**config.mk**
```make
export PLATFORM = sky130hd
export DESIGN_NAME = risc8_alu_branch_exec
export DESIGN_NICKNAME = d
export VERILOG_FILES = /design/src/hw/exec_pkg.sv /design/src/hw/alu8.sv /design/src/hw/risc8_alu_branch_exec.sv
export SDC_FILE = /design/constraint.sdc
export NUM_CORES = 1
export LEC_CHECK = 0
export BUFFER_PORTS_ARGS = -buffer_cell sky130_fd_sc_hd__buf_2
export CAP_MARGIN = 20
export CORE_ASPECT_RATIO = 1.1
export CORE_MARGIN = 5
export CORE_UTILIZATION = 52
export DETAILED_ROUTE_END_ITERATION = 10
export GPL_TIMING_DRIVEN = 0
export HOLD_SLACK_MARGIN = 0.06
export PLACE_DENSITY = 0.82
export SETUP_SLACK_MARGIN = 0.3
export SLEW_MARGIN = 30
export SYNTH_ARGS = -nofsm -noshare
export SYNTH_HDL_FRONTEND = slang
export SYNTH_SLANG_ARGS = --single-unit
```
**constraint.sdc**
```tcl
create_clock -name core_clk -period 5.1 [get_ports core_clk]
set_clock_uncertainty 0.2 [all_clocks]
set_input_delay 0.51 -clock core_clk [delete_from_list [all_inputs] [get_ports core_clk]]
set_output_delay 0.51 -clock core_clk [all_outputs]
set_load 0.02 [all_outputs]
```
**src/hw/exec_pkg.sv**
```systemverilog
/*
 * Shared constants and types for the 8-bit execute stage: status flag
 * positions, cycle counts, program counter steps and the operation codes.
 * Assumes the decoder outside maps each fetched instruction to one op_e value.
 */
package exec_pkg;

    // Status flag bit positions, bit 7 down to bit 0: I T H S V N Z C
    localparam int FLAG_C = 0;
    localparam int FLAG_Z = 1;
    localparam int FLAG_N = 2;
    localparam int FLAG_V = 3;
    localparam int FLAG_S = 4;
    localparam int FLAG_H = 5;

    // Status flags after reset
    localparam logic [7:0] FLAGS_RESET = 8'h00;

    // Execution lengths in clocks
    localparam logic [1:0] CYC_ONE   = 2'h1;
    localparam logic [1:0] CYC_TWO   = 2'h2;
    localparam logic [1:0] CYC_THREE = 2'h3;

    // Program counter steps
    localparam logic [15:0] PC_STEP     = 16'h0001;
    localparam logic [15:0] PC_SKIP_ONE = 16'h0002;
    localparam logic [15:0] PC_SKIP_TWO = 16'h0003;

    // Operations carried out by the execute stage
    typedef enum logic [4:0] {
        OP_ADD, OP_ADC, OP_SUB, OP_SUBB, OP_SUBK, OP_SUBBK,
        OP_CP, OP_CPC, OP_CPK,
        OP_AND, OP_ANDK, OP_OR, OP_ORK, OP_EOR, OP_SETB, OP_CLRB, OP_TEST,
        OP_WADD, OP_WSUB,
        OP_IJUMP, OP_CALLZ,
        OP_CPSKIP, OP_SKRC, OP_SKRS, OP_SKIC, OP_SKIS,
        OP_BRSET, OP_BRCLR, OP_NOP
    } op_e;

    // Byte operation of the arithmetic unit
    typedef enum logic [2:0] {ALU_ADD, ALU_SUB, ALU_AND, ALU_OR, ALU_EOR} alu_e;

    // Sequencer states
    typedef enum logic {ST_IDLE, ST_BUSY} st_e;

endpackage

```
**src/hw/alu8.sv**
```systemverilog
/*
 * Combinational 8-bit arithmetic and logic unit with raw flag outputs.
 * Assumes the caller picks which of the flags it keeps.
 */
`timescale 1ns/1ps
`default_nettype none

module alu8 (
    input  wire logic [7:0]       a,
    input  wire logic [7:0]       b,
    input  wire logic             cin,
    input  wire exec_pkg::alu_e   mode,
    output logic      [7:0]       res,
    output logic                  c,
    output logic                  h,
    output logic                  v,
    output logic                  n,
    output logic                  z
);

    logic [8:0] sum;
    logic [8:0] dif;

    // Carry chains of the adder and the subtractor
    assign sum = {1'b0, a} + {1'b0, b} + {8'h00, cin};
    assign dif = {1'b0, a} - {1'b0, b} - {8'h00, cin};

    // Result select
    always_comb begin
        case (mode)
            exec_pkg::ALU_ADD: res = sum[7:0];
            exec_pkg::ALU_SUB: res = dif[7:0];
            exec_pkg::ALU_AND: res = a & b;
            exec_pkg::ALU_OR:  res = a | b;
            default:           res = a ^ b;
        endcase
    end

    // Carry, half carry and overflow from operand and result bits 7 and 3; add carry from sum[8]
    always_comb begin
        c = 1'b0;
        h = 1'b0;
        v = 1'b0;
        if (mode == exec_pkg::ALU_ADD) begin
            c = sum[8];
            h = (a[3] & b[3]) | (b[3] & ~res[3]) | (~res[3] & a[3]);
            v = (a[7] & b[7] & ~res[7]) | (~a[7] & ~b[7] & res[7]);
        end else if (mode == exec_pkg::ALU_SUB) begin
            c = (~a[7] & b[7]) | (b[7] & res[7]) | (res[7] & ~a[7]);
            h = (~a[3] & b[3]) | (b[3] & res[3]) | (res[3] & ~a[3]);
            v = (a[7] & ~b[7] & ~res[7]) | (~a[7] & b[7] & res[7]);
        end
    end

    assign n = res[7];
    assign z = (res == 8'h00);

endmodule

`default_nettype wire

```
**src/hw/risc8_alu_branch_exec.sv**
```systemverilog
/*
 * Execute stage of an 8-bit core: arithmetic, logic, compare, skip, branch
 * and indirect jump/call, with the status flag register kept here.
 * Assumes the fetch logic presents one decoded operation with its operand
 * values, holds it until ready, and takes pc_new_r when done_r pulses.
 */
// How it works
// - Add with carry writes rd plus rr plus carry; sets Z C N V H; one clock
// - Subtract with borrow writes rd minus rr minus carry; sets Z C N V H; one clock
// - Word add adds constant to register pair; sets Z C N V S; two clocks
// - Word subtract takes constant from register pair; sets Z C N V S; two clocks
// - Subtract immediate writes rd minus constant; sets Z C N V H; one clock
// - Subtract immediate with borrow writes rd minus constant minus carry; one clock
// - AND immediate writes rd and constant; sets only Z N V; one clock
// - OR immediate writes rd or constant; sets only Z N V; one clock
// - Set bits ORs a mask into rd; sets only Z N V; one clock
// - Clear bits ANDs rd with inverted mask; sets only Z N V; one clock
// - Test ANDs rd with itself, value kept; sets Z N V; one clock
// - Indirect jump loads PC from the Z pointer; no flags; two clocks
// - Indirect call pushes return address, PC from Z pointer; three clocks
// - Compare skip equal skips next instruction when registers match; one to three clocks
// - Compare immediate sets Z N V C H from rd minus constant; nothing stored
// - Register bit skips skip when chosen bit is clear or set; flags kept
// - I/O bit skips skip when chosen I/O bit is clear or set; flags kept
// - Branch on flag set adds offset plus one when status bit is one
// - Branch on flag clear adds offset plus one when status bit is zero
`timescale 1ns/1ps
`default_nettype none

module risc8_alu_branch_exec #(
    parameter int PC_W = 16
) (
    input  wire logic               core_clk,
    input  wire logic               rst,
    input  wire logic               op_valid,
    input  wire exec_pkg::op_e      op_in,
    input  wire logic [7:0]         rd_val,
    input  wire logic [7:0]         rdh_val,
    input  wire logic [7:0]         rr_val,
    input  wire logic [7:0]         imm,
    input  wire logic [7:0]         io_val,
    input  wire logic [2:0]         bit_sel,
    input  wire logic [6:0]         offset,
    input  wire logic [15:0]        z_ptr,
    input  wire logic [PC_W-1:0]    pc_in,
    input  wire logic               next_two_word,
    output logic                    ready,
    output logic                    done_r,
    output logic                    res_we_r,
    output logic                    res_hi_we_r,
    output logic [7:0]              res_lo_r,
    output logic [7:0]              res_hi_r,
    output logic [7:0]              flags_r,
    output logic [PC_W-1:0]         pc_new_r,
    output logic                    push_we_r,
    output logic [PC_W-1:0]         push_data_r
);

    exec_pkg::st_e   state_r;
    logic [1:0]      remain_r;
    logic            take;
    exec_pkg::alu_e  alu_mode;
    logic [7:0]      alu_b;
    logic            alu_cin;
    logic [7:0]      alu_res;
    logic            a_c, a_h, a_v, a_n, a_z;

    // Operation classes
    logic is_arith, is_chain, is_cmp, is_logic, is_word, is_imm, is_skip, is_branch;
    assign is_arith  = op_in inside {exec_pkg::OP_ADD, exec_pkg::OP_ADC, exec_pkg::OP_SUB,
                                     exec_pkg::OP_SUBB, exec_pkg::OP_SUBK, exec_pkg::OP_SUBBK,
                                     exec_pkg::OP_CP, exec_pkg::OP_CPC, exec_pkg::OP_CPK};
    assign is_chain  = op_in inside {exec_pkg::OP_SUBB, exec_pkg::OP_SUBBK, exec_pkg::OP_CPC};
    assign is_cmp    = op_in inside {exec_pkg::OP_CP, exec_pkg::OP_CPC, exec_pkg::OP_CPK};
    assign is_logic  = op_in inside {exec_pkg::OP_AND, exec_pkg::OP_ANDK, exec_pkg::OP_OR,
                                     exec_pkg::OP_ORK, exec_pkg::OP_EOR, exec_pkg::OP_SETB,
                                     exec_pkg::OP_CLRB, exec_pkg::OP_TEST};
    assign is_word   = op_in inside {exec_pkg::OP_WADD, exec_pkg::OP_WSUB};
    assign is_imm    = op_in inside {exec_pkg::OP_SUBK, exec_pkg::OP_SUBBK, exec_pkg::OP_CPK,
                                     exec_pkg::OP_ANDK, exec_pkg::OP_ORK, exec_pkg::OP_SETB};
    assign is_skip   = op_in inside {exec_pkg::OP_CPSKIP, exec_pkg::OP_SKRC, exec_pkg::OP_SKRS,
                                     exec_pkg::OP_SKIC, exec_pkg::OP_SKIS};
    assign is_branch = op_in inside {exec_pkg::OP_BRSET, exec_pkg::OP_BRCLR};

    // Byte unit mode, operand and carry select
    assign alu_mode = (op_in inside {exec_pkg::OP_ADD, exec_pkg::OP_ADC}) ? exec_pkg::ALU_ADD :
                      is_arith ? exec_pkg::ALU_SUB :
                      (op_in inside {exec_pkg::OP_OR, exec_pkg::OP_ORK, exec_pkg::OP_SETB}) ? exec_pkg::ALU_OR :
                      (op_in == exec_pkg::OP_EOR) ? exec_pkg::ALU_EOR : exec_pkg::ALU_AND;
    assign alu_b    = (op_in == exec_pkg::OP_CLRB) ? ~imm :
                      (op_in == exec_pkg::OP_TEST) ? rd_val :
                      is_imm ? imm : rr_val;
    assign alu_cin  = (is_chain || op_in == exec_pkg::OP_ADC) ? flags_r[exec_pkg::FLAG_C] : 1'b0;

    alu8 u_alu (
        .a    (rd_val),
        .b    (alu_b),
        .cin  (alu_cin),
        .mode (alu_mode),
        .res  (alu_res),
        .c    (a_c),
        .h    (a_h),
        .v    (a_v),
        .n    (a_n),
        .z    (a_z)
    );

    // Word add or subtract of a constant on the register pair
    logic [15:0] w_in, w_res;
    logic        w_v, w_c;
    assign w_in  = {rdh_val, rd_val};
    assign w_res = (op_in == exec_pkg::OP_WADD) ? w_in + {8'h00, imm} : w_in - {8'h00, imm};
    assign w_v   = (op_in == exec_pkg::OP_WADD) ? (~rdh_val[7] & w_res[15]) : (rdh_val[7] & ~w_res[15]);
    assign w_c   = (op_in == exec_pkg::OP_WADD) ? (~w_res[15] & rdh_val[7]) : (w_res[15] & ~rdh_val[7]);

    // Flag images per class; untouched bits are copied from the register
    logic        z_chain;
    logic [7:0]  fl_arith, fl_logic, fl_word, flags_calc;
    assign z_chain   = is_chain ? (a_z & flags_r[exec_pkg::FLAG_Z]) : a_z;
    assign fl_arith  = {flags_r[7:6], a_h, flags_r[4], a_v, a_n, z_chain, a_c};
    assign fl_logic  = {flags_r[7:4], 1'b0, a_n, a_z, flags_r[0]};
    assign fl_word   = {flags_r[7:5], w_res[15] ^ w_v, w_v, w_res[15], w_res == 16'h0000, w_c};
    assign flags_calc = is_arith ? fl_arith : is_logic ? fl_logic : is_word ? fl_word : flags_r;

    // Skip and branch decisions
    logic skip_hit, br_taken;
    assign skip_hit = (op_in == exec_pkg::OP_CPSKIP && rd_val == rr_val) ||
                      (op_in == exec_pkg::OP_SKRC && !rr_val[bit_sel]) ||
                      (op_in == exec_pkg::OP_SKRS && rr_val[bit_sel]) ||
                      (op_in == exec_pkg::OP_SKIC && !io_val[bit_sel]) ||
                      (op_in == exec_pkg::OP_SKIS && io_val[bit_sel]);
    assign br_taken = (op_in == exec_pkg::OP_BRSET &&  flags_r[bit_sel]) ||
                      (op_in == exec_pkg::OP_BRCLR && !flags_r[bit_sel]);

    // Length and next program counter of the operation being taken
    logic [1:0]      cyc_calc;
    logic [PC_W-1:0] pc_calc, pc_ret;
    assign pc_ret   = pc_in + PC_W'(exec_pkg::PC_STEP);
    assign cyc_calc = (is_word || op_in == exec_pkg::OP_IJUMP) ? exec_pkg::CYC_TWO :
                      (op_in == exec_pkg::OP_CALLZ) ? exec_pkg::CYC_THREE :
                      (is_skip && skip_hit) ? (next_two_word ? exec_pkg::CYC_THREE : exec_pkg::CYC_TWO) :
                      br_taken ? exec_pkg::CYC_TWO : exec_pkg::CYC_ONE;
    assign pc_calc  = (op_in inside {exec_pkg::OP_IJUMP, exec_pkg::OP_CALLZ}) ? PC_W'(z_ptr) :
                      (is_skip && skip_hit) ? pc_in + PC_W'(next_two_word ? exec_pkg::PC_SKIP_TWO
                                                                          : exec_pkg::PC_SKIP_ONE) :
                      br_taken ? pc_ret + PC_W'({{9{offset[6]}}, offset}) : pc_ret;

    // Write enables and result bytes
    logic       we_calc, hi_we_calc;
    logic [7:0] lo_calc, hi_calc;
    assign we_calc    = (is_arith && !is_cmp) || (is_logic && op_in != exec_pkg::OP_TEST) || is_word;
    assign hi_we_calc = is_word;
    assign lo_calc    = is_word ? w_res[7:0] : alu_res;
    assign hi_calc    = w_res[15:8];

    // Handshake and completion timing
    logic fin_now, fin_late, fin;
    assign ready    = (state_r == exec_pkg::ST_IDLE);
    assign take     = op_valid && ready;
    assign fin_now  = take && cyc_calc == exec_pkg::CYC_ONE;
    assign fin_late = (state_r == exec_pkg::ST_BUSY) && remain_r == 2'h1;
    assign fin      = fin_now || fin_late;

    // Results held while a multi-clock operation runs
    logic            p_we, p_hi_we, p_push;
    logic [7:0]      p_lo, p_hi, p_flags;
    logic [PC_W-1:0] p_pc, p_ret;
    always_ff @(posedge core_clk) begin
        if (take) begin
            {p_we, p_hi_we, p_push} <= {we_calc, hi_we_calc, op_in == exec_pkg::OP_CALLZ};
            {p_lo, p_hi, p_flags}   <= {lo_calc, hi_calc, flags_calc};
            {p_pc, p_ret}           <= {pc_calc, pc_ret};
        end
    end

    // Sequencer: idle, or counting the remaining clocks
    always_ff @(posedge core_clk) begin
        if (rst) begin
            state_r  <= exec_pkg::ST_IDLE;
            remain_r <= 2'h0;
        end else begin
            case (state_r)
                exec_pkg::ST_IDLE: begin
                    if (take && cyc_calc != exec_pkg::CYC_ONE) begin
                        state_r  <= exec_pkg::ST_BUSY;
                        remain_r <= cyc_calc - 2'h1;
                    end
                end
                exec_pkg::ST_BUSY: begin
                    remain_r <= remain_r - 2'h1;
                    if (remain_r == 2'h1) begin
                        state_r <= exec_pkg::ST_IDLE;
                    end
                end
                default: state_r <= exec_pkg::ST_IDLE;
            endcase
        end
    end

    // Completion strobes
    always_ff @(posedge core_clk) begin
        if (rst) begin
            {done_r, res_we_r, res_hi_we_r, push_we_r} <= 4'h0;
        end else begin
            done_r      <= fin;
            res_we_r    <= fin && (fin_now ? we_calc : p_we);
            res_hi_we_r <= fin_late && p_hi_we;
            push_we_r   <= fin_late && p_push;
        end
    end

    // Result, flag and program counter registers
    always_ff @(posedge core_clk) begin
        if (rst) begin
            flags_r     <= exec_pkg::FLAGS_RESET;
            res_lo_r    <= 8'h00;
            res_hi_r    <= 8'h00;
            pc_new_r    <= '0;
            push_data_r <= '0;
        end else if (fin) begin
            flags_r     <= fin_now ? flags_calc : p_flags;
            res_lo_r    <= fin_now ? lo_calc : p_lo;
            res_hi_r    <= fin_now ? hi_calc : p_hi;
            pc_new_r    <= fin_now ? pc_calc : p_pc;
            push_data_r <= fin_now ? pc_ret : p_ret;
        end
    end

    // Reference values for the checks below
    logic [8:0] chk_adc;
    logic [7:0] chk_subb, chk_subk, chk_subbk;
    assign chk_adc   = {1'b0, rd_val} + {1'b0, rr_val} + {8'h00, flags_r[exec_pkg::FLAG_C]};
    assign chk_subb  = rd_val - rr_val - {7'h00, flags_r[exec_pkg::FLAG_C]};
    assign chk_subk  = rd_val - imm;
    assign chk_subbk = rd_val - imm - {7'h00, flags_r[exec_pkg::FLAG_C]};

    property p_adc;
        @(posedge core_clk) disable iff (rst)
        (take && op_in == exec_pkg::OP_ADC) |=> done_r && res_we_r && res_lo_r == $past(chk_adc[7:0])
            && flags_r[exec_pkg::FLAG_C] == $past(chk_adc[8]);
    endproperty
    a_adc: assert property (p_adc) else $error("add with carry result wrong");

    property p_subb;
        @(posedge core_clk) disable iff (rst)
        (take && op_in == exec_pkg::OP_SUBB) |=> done_r && res_we_r && res_lo_r == $past(chk_subb)
            && flags_r[exec_pkg::FLAG_Z] == ($past(flags_r[exec_pkg::FLAG_Z]) && $past(chk_subb) == 8'h00);
    endproperty
    a_subb: assert property (p_subb) else $error("subtract with borrow result wrong");

    property p_word;
        @(posedge core_clk) disable iff (rst)
        (take && is_word) |=> !done_r ##1 (done_r && res_hi_we_r && {res_hi_r, res_lo_r} == $past(w_res, 2));
    endproperty
    a_word: assert property (p_word) else $error("word operation timing or value wrong");

    property p_subk;
        @(posedge core_clk) disable iff (rst)
        (take && op_in == exec_pkg::OP_SUBK) |=> done_r && res_lo_r == $past(chk_subk);
    endproperty
    a_subk: assert property (p_subk) else $error("subtract immediate result wrong");

    property p_subbk;
        @(posedge core_clk) disable iff (rst)
        (take && op_in == exec_pkg::OP_SUBBK) |=> done_r && res_lo_r == $past(chk_subbk);
    endproperty
    a_subbk: assert property (p_subbk) else $error("subtract immediate with borrow wrong");

    property p_logic_keep;
        @(posedge core_clk) disable iff (rst)
        (take && is_logic) |=> done_r && !flags_r[exec_pkg::FLAG_V]
            && $stable(flags_r[exec_pkg::FLAG_C]) && $stable(flags_r[exec_pkg::FLAG_H]);
    endproperty
    a_logic_keep: assert property (p_logic_keep) else $error("logic op touched carry or half carry");

    property p_test;
        @(posedge core_clk) disable iff (rst)
        (take && op_in == exec_pkg::OP_TEST) |=> !res_we_r && flags_r[exec_pkg::FLAG_Z] == ($past(rd_val) == 8'h00);
    endproperty
    a_test: assert property (p_test) else $error("test wrote register or wrong zero");

    property p_ijump;
        @(posedge core_clk) disable iff (rst)
        (take && op_in == exec_pkg::OP_IJUMP) |=> !done_r ##1 (done_r && pc_new_r == $past(z_ptr, 2) && $stable(flags_r));
    endproperty
    a_ijump: assert property (p_ijump) else $error("indirect jump wrong");

    property p_callz;
        @(posedge core_clk) disable iff (rst)
        (take && op_in == exec_pkg::OP_CALLZ) |=> !done_r [*2] ##1 (done_r && push_we_r && pc_new_r == $past(z_ptr, 3));
    endproperty
    a_callz: assert property (p_callz) else $error("indirect call wrong");

    property p_cmp_imm;
        @(posedge core_clk) disable iff (rst)
        (take && op_in == exec_pkg::OP_CPK) |=> done_r && !res_we_r
            && flags_r[exec_pkg::FLAG_Z] == ($past(rd_val) == $past(imm));
    endproperty
    a_cmp_imm: assert property (p_cmp_imm) else $error("compare immediate wrong");

    property p_skip;
        @(posedge core_clk) disable iff (rst)
        (take && is_skip && skip_hit && next_two_word) |=> !done_r [*2] ##1 (done_r && pc_new_r == $past(pc_in, 3) + 16'h0003);
    endproperty
    a_skip: assert property (p_skip) else $error("skip over two-word instruction wrong");

    property p_branch;
        @(posedge core_clk) disable iff (rst)
        (take && is_branch && !br_taken) |=> done_r && pc_new_r == $past(pc_ret) && $stable(flags_r);
    endproperty
    a_branch: assert property (p_branch) else $error("untaken branch wrong");

endmodule

`default_nettype wire

```
# Word-level counts from Yosys, hierarchy flattened

Index checks and enable logic that the tools add are counted.

Register bits: 122
Bits of input ports: 91
Output and inout bits: 61
Logic and storage cells: 201

$add $sub $neg: 11
$lt $le $gt $ge: 1
Equality and inequality tests: 36
Multiplexer cells: 49
Bitwise logic cells: 40
Reduce and logical (&&, ||, !) cells: 45

Operators by type and width:

| cell                                                                  | number |
|---|---|
| 16-bit two-way mux                                                    | 6 |
| 5-bit equality test, second input constant                            | 12 |
| 8-bit two-way mux                                                     | 7 |
| 5-bit by 4-bit equality test with 1-bit output, second input constant | 8 |
| 8-bit case mux with 4 select lines                                    | 1 |
| 5-bit by 3-bit equality test with 1-bit output, second input constant | 4 |
| 1-bit AND                                                             | 19 |
| 1-bit two-way mux                                                     | 18 |
| 1-bit logical AND                                                     | 17 |
| 16-bit by 1-bit adder with 16-bit output, second input constant       | 1 |
| 16-bit adder                                                          | 1 |
| 16-bit by 2-bit adder with 16-bit output                              | 1 |
| 16-bit by 8-bit adder with 16-bit output                              | 1 |
| 16-bit zero test                                                      | 1 |
| 16-bit by 8-bit subtractor with 16-bit output                         | 1 |
| 3-bit two-way mux                                                     | 4 |
| 5-bit by 2-bit equality test with 1-bit output, second input constant | 2 |
| 1-bit logical OR                                                      | 10 |
| 2-bit two-way mux                                                     | 5 |
| 5-bit two-way mux                                                     | 2 |
| 8-bit by 8-bit adder with 9-bit output                                | 1 |
| 9-bit by 1-bit adder with 9-bit output                                | 1 |
| 1-bit binary-select mux with 3-bit select                             | 3 |
| 3-bit nonzero test                                                    | 3 |
| other kinds (30)                                                      | 53 |

# Longest topological paths before layout

Word-level depth: 16
Mapped depth: 21
Depth with buffers taken out: 19

# Hierarchy

A second synthesis with hierarchy kept.

Cell total of the unflattened synthesis: 1,111
Area total of the unflattened synthesis: 9,532.9 um2

By module, submodules not included:

| module                | instances | cells each | area an instance (um2) | seq. area each (um2) |
|---|---|---|---|---|
| risc8_alu_branch_exec | 1         | 920        | 8,052.7                | 3,032.9 |
| alu8                  | 1         | 191        | 1,480.2                | 0.0 |

# Least setup slack after synthesis

OpenSTA, ideal clock, no wires.

Path type: input-to-reg
From: input op_in[4]
To: register p_flags[1] (data pin)
Setup time: 0.174 ns
Data arrival time: 4.536 ns
Data required time: 4.726 ns
Slack: 0.190 ns
Stages: 19
Path buffers: 2
Cells stage by stage: buf_4 -> clkbuf_1 -> nor3b_1 -> nand2_1 -> nand4_1 -> o2111ai_1 -> xnor2_1 -> ha_1 -> or2_2 -> ha_1 -> o21a_1 -> or3_1 -> a32oi_1 -> nand2_1 -> or2_1 -> a2111oi_0 -> and4b_1 -> a31oi_1 -> a311oi_1

Cells in the longest elaborated chain, start to end: 12
Elaborated cells between the ends (all ways): 55
Classes of those cells: 4 x add/sub; 21 x eq/ne; 14 x mux; 4 x bitwise; 12 x reduce/logical

RTL lines:

| what                                                                                                         | line                                                     | text |
|---|---|---|
| start: declaration                                                                                           | risc8_alu_branch_exec.sv:36                              | `input wire exec_pkg::op_e op_in,` |
| 5-bit by 3-bit equality test with 1-bit output (tied with other cells)                                       | risc8_alu_branch_exec.sv:70, risc8_alu_branch_exec.sv:79 |  |
| 6-bit nonzero test                                                                                           | risc8_alu_branch_exec.sv:79                              | `assign is_imm = op_in inside {exec_pkg::OP_SUBK, exec_pkg::OP_SUBBK, exec_pkg::OP_CPK,` |
| 8-bit two-way mux                                                                                            | risc8_alu_branch_exec.sv:92                              | `is_imm ? imm : rr_val;` |
| 8-bit two-way mux                                                                                            | risc8_alu_branch_exec.sv:91                              | `(op_in == exec_pkg::OP_TEST) ? rd_val :` |
| 8-bit two-way mux                                                                                            | risc8_alu_branch_exec.sv:90                              | `assign alu_b = (op_in == exec_pkg::OP_CLRB) ? ~imm :` |
| 8-bit by 8-bit adder with 9-bit output / 8-bit subtractor (equally long branches)                            | alu8.sv:25, alu8.sv:26                                   |  |
| 9-bit by 1-bit adder with 9-bit output / 8-bit by 1-bit subtractor with 8-bit output (equally long branches) | alu8.sv:25, alu8.sv:26                                   |  |
| 8-bit case mux with 4 select lines                                                                           | alu8.sv:30                                               | `case (mode)` |
| 8-bit zero test                                                                                              | alu8.sv:56                                               | `assign z = (res == 8'h00);` |
| 1-bit AND                                                                                                    | risc8_alu_branch_exec.sv:119                             | `assign z_chain = is_chain ? (a_z & flags_r[exec_pkg::FLAG_Z]) : a_z;` |
| 1-bit two-way mux                                                                                            | risc8_alu_branch_exec.sv:119                             |  |
| 6-bit two-way mux *                                                                                          | risc8_alu_branch_exec.sv:123                             | `assign flags_calc = is_arith ? fl_arith : is_logic ? fl_logic : is_word ? fl_word : flags_r;` |
| net flags_calc[1]                                                                                            | risc8_alu_branch_exec.sv:118                             | `logic [7:0] fl_arith, fl_logic, fl_word, flags_calc;` |
| end signal: assignment                                                                                       | risc8_alu_branch_exec.sv:171                             | `{p_lo, p_hi, p_flags} <= {lo_calc, hi_calc, flags_calc};` |
| end: declaration                                                                                             | risc8_alu_branch_exec.sv:166                             | `logic [7:0] p_lo, p_hi, p_flags;` |

The timed path passes the listed nets; every way through them passes the cells marked *.
A chain may end at the register's enable or synchronous reset.

# Final worst setup path

From: input op_in[1]
To: register p_flags[1] (data pin)

Same word-level chain as after synthesis.

==> flow_summary.html <==
<table>
<tr><th>Metric</th><th>Value</th></tr>
<tr><th colspan="2">Logic synthesis</th></tr>
<tr><td>Largest area contributor in the netlist</td><td>sky130_fd_sc_hd__edfxtp_1</td></tr>
<tr><td>Area of the mapped netlist</td><td>0.00934 sq mm</td></tr>
<tr><td>Most used standard cells in the synthesized netlist</td><td>126 x sky130_fd_sc_hd__nand2_1, 112 x sky130_fd_sc_hd__a21oi_1, 73 x sky130_fd_sc_hd__nor2_1</td></tr>
<tr><td>Simple logic cell fraction of the synthesized area</td><td>17.0%</td></tr>
<tr><td>Top post-synthesis cells by area</td><td>sky130_fd_sc_hd__edfxtp_1 19%, sky130_fd_sc_hd__dfxtp_1 14%, sky130_fd_sc_hd__ha_1 9.1%</td></tr>
<tr><td>Dominant combinational cell family by area after synthesis</td><td>compound AO/OA/AOI/OAI gates</td></tr>
<tr><td>Number of flops mapped to enable cells by yosys</td><td>59</td></tr>
<tr><td>Most frequently used cell type in the post-synthesis netlist</td><td>sky130_fd_sc_hd__nand2_1</td></tr>
<tr><td>Share of Yosys cell area claimed by the top area cell type</td><td>19.0%</td></tr>
<tr><td>Synth cell types</td><td>77</td></tr>
<tr><td>Fraction of synthesis flops using an asynchronous set or reset pin</td><td>0%</td></tr>
<tr><td>Fraction of the mapped netlist area in compound gates</td><td>25.6%</td></tr>
<tr><td>Yosys warning count</td><td>0</td></tr>
<tr><td>Most used flip-flop cell after synthesis</td><td>sky130_fd_sc_hd__dfxtp_1</td></tr>
<tr><td>Multiplexer share of the synthesized area</td><td>3.32%</td></tr>
<tr><td>Mean cell area of the mapped netlist</td><td>8.47 sq um</td></tr>
<tr><td>Adder and majority cell fraction of the synthesized area</td><td>10.3%</td></tr>
<tr><td>Register area share after synthesis</td><td>32.5%</td></tr>
<tr><td>XOR/XNOR share of the synthesized area</td><td>6.57%</td></tr>
<tr><td>Count of state elements after synthesis</td><td>122</td></tr>
<tr><td>Synth Net Count</td><td>1266</td></tr>
<tr><td>Instance count of the mapped netlist</td><td>1102</td></tr>
<tr><th colspan="2">Power and ir drop</th></tr>
<tr><td>Logic pwr share</td><td>30.4%</td></tr>
<tr><td>Cell Pwr Density</td><td>301 mW/mm^2</td></tr>
<tr><td>Pint</td><td>2.25 mW</td></tr>
<tr><td>Sequential group share of total power</td><td>34.8%</td></tr>
<tr><td>Worst vdd rail ir drop</td><td>250 uV</td></tr>
<tr><td>Overall power after layout</td><td>3.41 mW</td></tr>
<tr><td>Psw</td><td>1.16 mW</td></tr>
<tr><td>Portion of total power attributed to the clock network</td><td>34.7%</td></tr>
<tr><td>Switching fraction of total power</td><td>34.0%</td></tr>
<tr><td>Leak Pwr</td><td>4.76 nW</td></tr>
<tr><th colspan="2">GRT</th></tr>
<tr><td>Largest net degree at the start of global routing</td><td>23</td></tr>
<tr><td>All-Layer GR Usage</td><td>28.4%</td></tr>
<tr><td>Initial antenna violation count</td><td>0</td></tr>
<tr><td>Via count of the first global-routing pass</td><td>9117</td></tr>
<tr><td>Total grt overflow</td><td>0</td></tr>
<tr><td>Global-route wire length before repair</td><td>46200 microns</td></tr>
<tr><th colspan="2">Die</th></tr>
<tr><td>Placeable Area</td><td>0.0177 sq mm</td></tr>
<tr><td>Top-Level Pins</td><td>152</td></tr>
<tr><td>Floorplan die area</td><td>0.0207 sq mm</td></tr>
<tr><td>Number of rows created at floorplan</td><td>51</td></tr>
<tr><td>Height of the chip</td><td>151 microns</td></tr>
<tr><td>Die X-Extent</td><td>138 microns</td></tr>
<tr><td>Initial core utilization</td><td>52.8%</td></tr>
<tr><th colspan="2">STA</th></tr>
<tr><td>Setup-failing EPs final</td><td>0</td></tr>
<tr><td>Slew at the pin closest to its max-slew limit</td><td>0.983 ns</td></tr>
<tr><td>Max Clk Rate</td><td>210 MHz</td></tr>
<tr><td>Final worst-path setup slack</td><td>0.339 ns</td></tr>
<tr><td>TNS Setup</td><td>0 ns</td></tr>
<tr><td>Max-slew headroom</td><td>33.9%</td></tr>
<tr><td>Final critical-path required period</td><td>4.76 ns</td></tr>
<tr><td>Pins Over Slew Limit</td><td>0</td></tr>
<tr><td>Setup repair after global routing missed its margin</td><td>true</td></tr>
<tr><td>Final Hold Violating Endpoints</td><td>0</td></tr>
<tr><td>Tcrit/Tclk final</td><td>93.3%</td></tr>
<tr><th colspan="2">Cells and area</th></tr>
<tr><td>Final instance area</td><td>0.0113 sq mm</td></tr>
<tr><td>Number of nets at the end of the flow</td><td>1442</td></tr>
<tr><td>Fraction of layout instances using a drive strength above 1</td><td>20.2%</td></tr>
<tr><td>Final Util</td><td>63.9%</td></tr>
<tr><td>Area growth from synthesis to layout</td><td>21.0%</td></tr>
<tr><td>Count of inserted antenna diode cells</td><td>0</td></tr>
<tr><th colspan="2">Setup path</th></tr>
<tr><td>Max FO, Critical Path</td><td>8</td></tr>
<tr><td>Data arrival time at the worst-slack endpoint</td><td>4.80 ns</td></tr>
<tr><td>Reg-to-reg startpoint</td><td>flags_r[3]</td></tr>
<tr><td>Startpoint types</td><td>primary input</td></tr>
<tr><td>CP startpoint</td><td>op_in[1]</td></tr>
<tr><td>Kind of end point of the critical path</td><td>flop</td></tr>
<tr><td>Setup Crit Path Kind</td><td>primary input to flop</td></tr>
<tr><td>Endpoint required time on the critical path</td><td>5.14 ns</td></tr>
<tr><th colspan="2">Hold path</th></tr>
<tr><td>Source of the worst hold timing path</td><td>z_ptr[10]</td></tr>
<tr><td>Worst hold-check path type</td><td>primary input to flop</td></tr>
<tr><th colspan="2">Drt</th></tr>
<tr><td>Total vias in the final route</td><td>9630</td></tr>
<tr><td>Count of unresolved DRC violations after routing</td><td>0</td></tr>
<tr><td>Detailed-routing iteration count for the pre-antenna-repair pass</td><td>6</td></tr>
<tr><td>DRT Wirelength</td><td>30500 microns</td></tr>
<tr><td>Post-detailed-route count of antenna-violating nets</td><td>0</td></tr>
<tr><td>Wire length per cell</td><td>19.9 microns</td></tr>
<tr><td>DRC violation total after the first TritonRoute iteration</td><td>1002</td></tr>
<tr><td>Routed vias/inst</td><td>6.30</td></tr>
<tr><th colspan="2">Clocking</th></tr>
<tr><td>Hold bufs inserted after CTS</td><td>0</td></tr>
<tr><td>CTS tree</td><td>yes</td></tr>
<tr><td>Clock latency reported for the late side of the worst-skew pair</td><td>0.41 ns</td></tr>
<tr><td>Number of buffers inserted during clock tree synthesis</td><td>17</td></tr>
<tr><td>Deepest level of the CTS H-tree</td><td>4</td></tr>
<tr><td>Worst-path clk slew</td><td>0.06 ns</td></tr>
<tr><td>Bufs on Longest Clock Path</td><td>2</td></tr>
<tr><td>Root Driver</td><td>sky130_fd_sc_hd__clkbuf_16</td></tr>
<tr><td>Clock sink count</td><td>122</td></tr>
<tr><th colspan="2">Placed design</th></tr>
<tr><td>Dpl hpwl</td><td>22900 microns</td></tr>
<tr><td>Worst setup slack before clock tree synthesis</td><td>-0.680 ns</td></tr>
<tr><td>Area after DPL</td><td>0.0104 sq mm</td></tr>
<tr><td>Port Buffers</td><td>144</td></tr>
<tr><td>Final RePlAce weighted congestion</td><td>1.00</td></tr>
<tr><th colspan="2">Flow run</th></tr>
<tr><td>Number of maximum-capacitance violations</td><td>0</td></tr>
<tr><th colspan="2">Outcome</th></tr>
<tr><td>Status</td><td>completed</td></tr>
</table>
power groups by stage:
| stage | logic [mW] | registers, mW | clock network [mW] |
|---|---|---|---|
| finish | 1.04 | 1.19 | 1.18 |
| global route | 1.12 | 1.19 | 1.23 |
| CTS | 0.984 | 1.18 | 1.19 |
| detailed placement | 0.960 | 1.20 | 0 |
| global placement | 0.934 | 1.21 | 0 |
| floorplan | 0.609 | 1.24 | 0 |
cells by family (layout without fill, tap and decap cells):
group	Yosys count	after routing
muxes	23	23
adders and majority gates	74	74
and+or+nand+nor	331	331
xor gates and xnor gates	70	70
AOI/OAI and AO/OA	370	370
DFF	122	122
buffers and inverters	112	301
metal layers:
metal	share of wire [%]	vias up	GRT usage [%]
met5	0	-	0
met1	38	4503	34.3
met4	4.7	0	12.9
li1	-	4436	-
met3	8.8	109	4.58
met2	48	582	49.2
through the flow:
stage	std cells	hold slack, ns
after floorplan	1102	0.248
after global placement	1484	0.243
after detailed placement	1486	0.251
after CTS	1522	0.194
after global routing	1529	0.226
final	1529	0.210
critical path, cell delays in order:
cell                        delay, ns
sky130_fd_sc_hd__buf_6           0.11
sky130_fd_sc_hd__buf_6           0.13
sky130_fd_sc_hd__or3b_1          0.35
sky130_fd_sc_hd__a21o_1          0.21
sky130_fd_sc_hd__buf_6           0.15
sky130_fd_sc_hd__nand2b_4        0.05
sky130_fd_sc_hd__nand4_1         0.13
sky130_fd_sc_hd__o2111ai_2       0.15
sky130_fd_sc_hd__inv_1           0.10
sky130_fd_sc_hd__fa_1            0.59
sky130_fd_sc_hd__inv_2           0.07
sky130_fd_sc_hd__ha_4            0.16
sky130_fd_sc_hd__o21a_1          0.20
sky130_fd_sc_hd__or3_1           0.30
sky130_fd_sc_hd__a32oi_1         0.20
sky130_fd_sc_hd__nand2_1         0.11
sky130_fd_sc_hd__or2_4           0.26
sky130_fd_sc_hd__a2111oi_4       0.37
sky130_fd_sc_hd__and4b_1         0.29
sky130_fd_sc_hd__a31oi_4         0.11
sky130_fd_sc_hd__a311oi_2        0.26
final cells by class:
cell class / instances / area (sq um)
plain buffers: 56 / 279
clock buffers: 19 / 453
clock inverters: 13 / 134
fillers: 1504 / 6370
inverters: 56 / 210
multi-input cells: 868 / 6030
flip-flops and latches: 122 / 3030
well taps: 238 / 298
repair buffers: 157 / 862
sequential cells by signal, summed over array words and instances (netlist names):
| register | flops |
|---|---|
| done_r | 1 |
| flags_r | 8 |
| p_flags | 8 |
| p_hi | 8 |
| p_hi_we | 1 |
| p_lo | 8 |
| p_pc | 16 |
| p_push | 1 |
| p_ret | 16 |
| p_we | 1 |
| pc_new_r | 16 |
| push_data_r | 16 |
| push_we_r | 1 |
| remain_r | 2 |
| res_hi_r | 8 |
| res_hi_we_r | 1 |
| res_lo_r | 8 |
| res_we_r | 1 |
| state_r | 1 |
timing repair:
action | CTS | global route
pin swaps | 5 | 17
setup buffers | 4 | 6
gates resized for setup | 18 | 51
endpoints found under the setup margin | 61 | 56
endpoints found under the hold margin | 0 | 0
cloned | 0 | 1
path summary, 6_finish.rpt:
kind | endpoint | slack, ns | cells after the start
worst max-delay path | p_flags[1] | 0.34 | 21
worst min-delay path | pc_new_r[10] | 0.21 | 3
worst max register to register | flags_r[1] | 0.72 | 15
worst min register to register | push_data_r[1] | 0.26 | 2
cell usage in the layout, fill, tap and decap left out, types with 12 or more instances in the layout:
| cell type | n |
|---|---|
| sky130_fd_sc_hd__buf_2 | 150 |
| sky130_fd_sc_hd__nand2_1 | 125 |
| sky130_fd_sc_hd__a21oi_1 | 111 |
| sky130_fd_sc_hd__nor2_1 | 71 |
| sky130_fd_sc_hd__ha_1 | 66 |
| sky130_fd_sc_hd__dfxtp_1 | 63 |
| sky130_fd_sc_hd__edfxtp_1 | 59 |
| sky130_fd_sc_hd__a22oi_1 | 55 |
| sky130_fd_sc_hd__o21ai_0 | 52 |
| sky130_fd_sc_hd__inv_1 | 51 |
| sky130_fd_sc_hd__xnor2_1 | 38 |
| sky130_fd_sc_hd__xor2_1 | 31 |
| sky130_fd_sc_hd__clkbuf_1 | 26 |
| sky130_fd_sc_hd__nand3_1 | 19 |
| sky130_fd_sc_hd__a21o_1 | 19 |
| sky130_fd_sc_hd__nor3_1 | 18 |
| sky130_fd_sc_hd__and3_1 | 17 |
| sky130_fd_sc_hd__clkbuf_16 | 17 |
| sky130_fd_sc_hd__buf_4 | 14 |
| sky130_fd_sc_hd__o21a_1 | 14 |
| sky130_fd_sc_hd__clkbuf_2 | 13 |
| sky130_fd_sc_hd__mux2i_1 | 13 |
| sky130_fd_sc_hd__o21ai_1 | 12 |
| sky130_fd_sc_hd__or3_1 | 12 |
No activity file was read; power rests on OpenSTA's default activity.
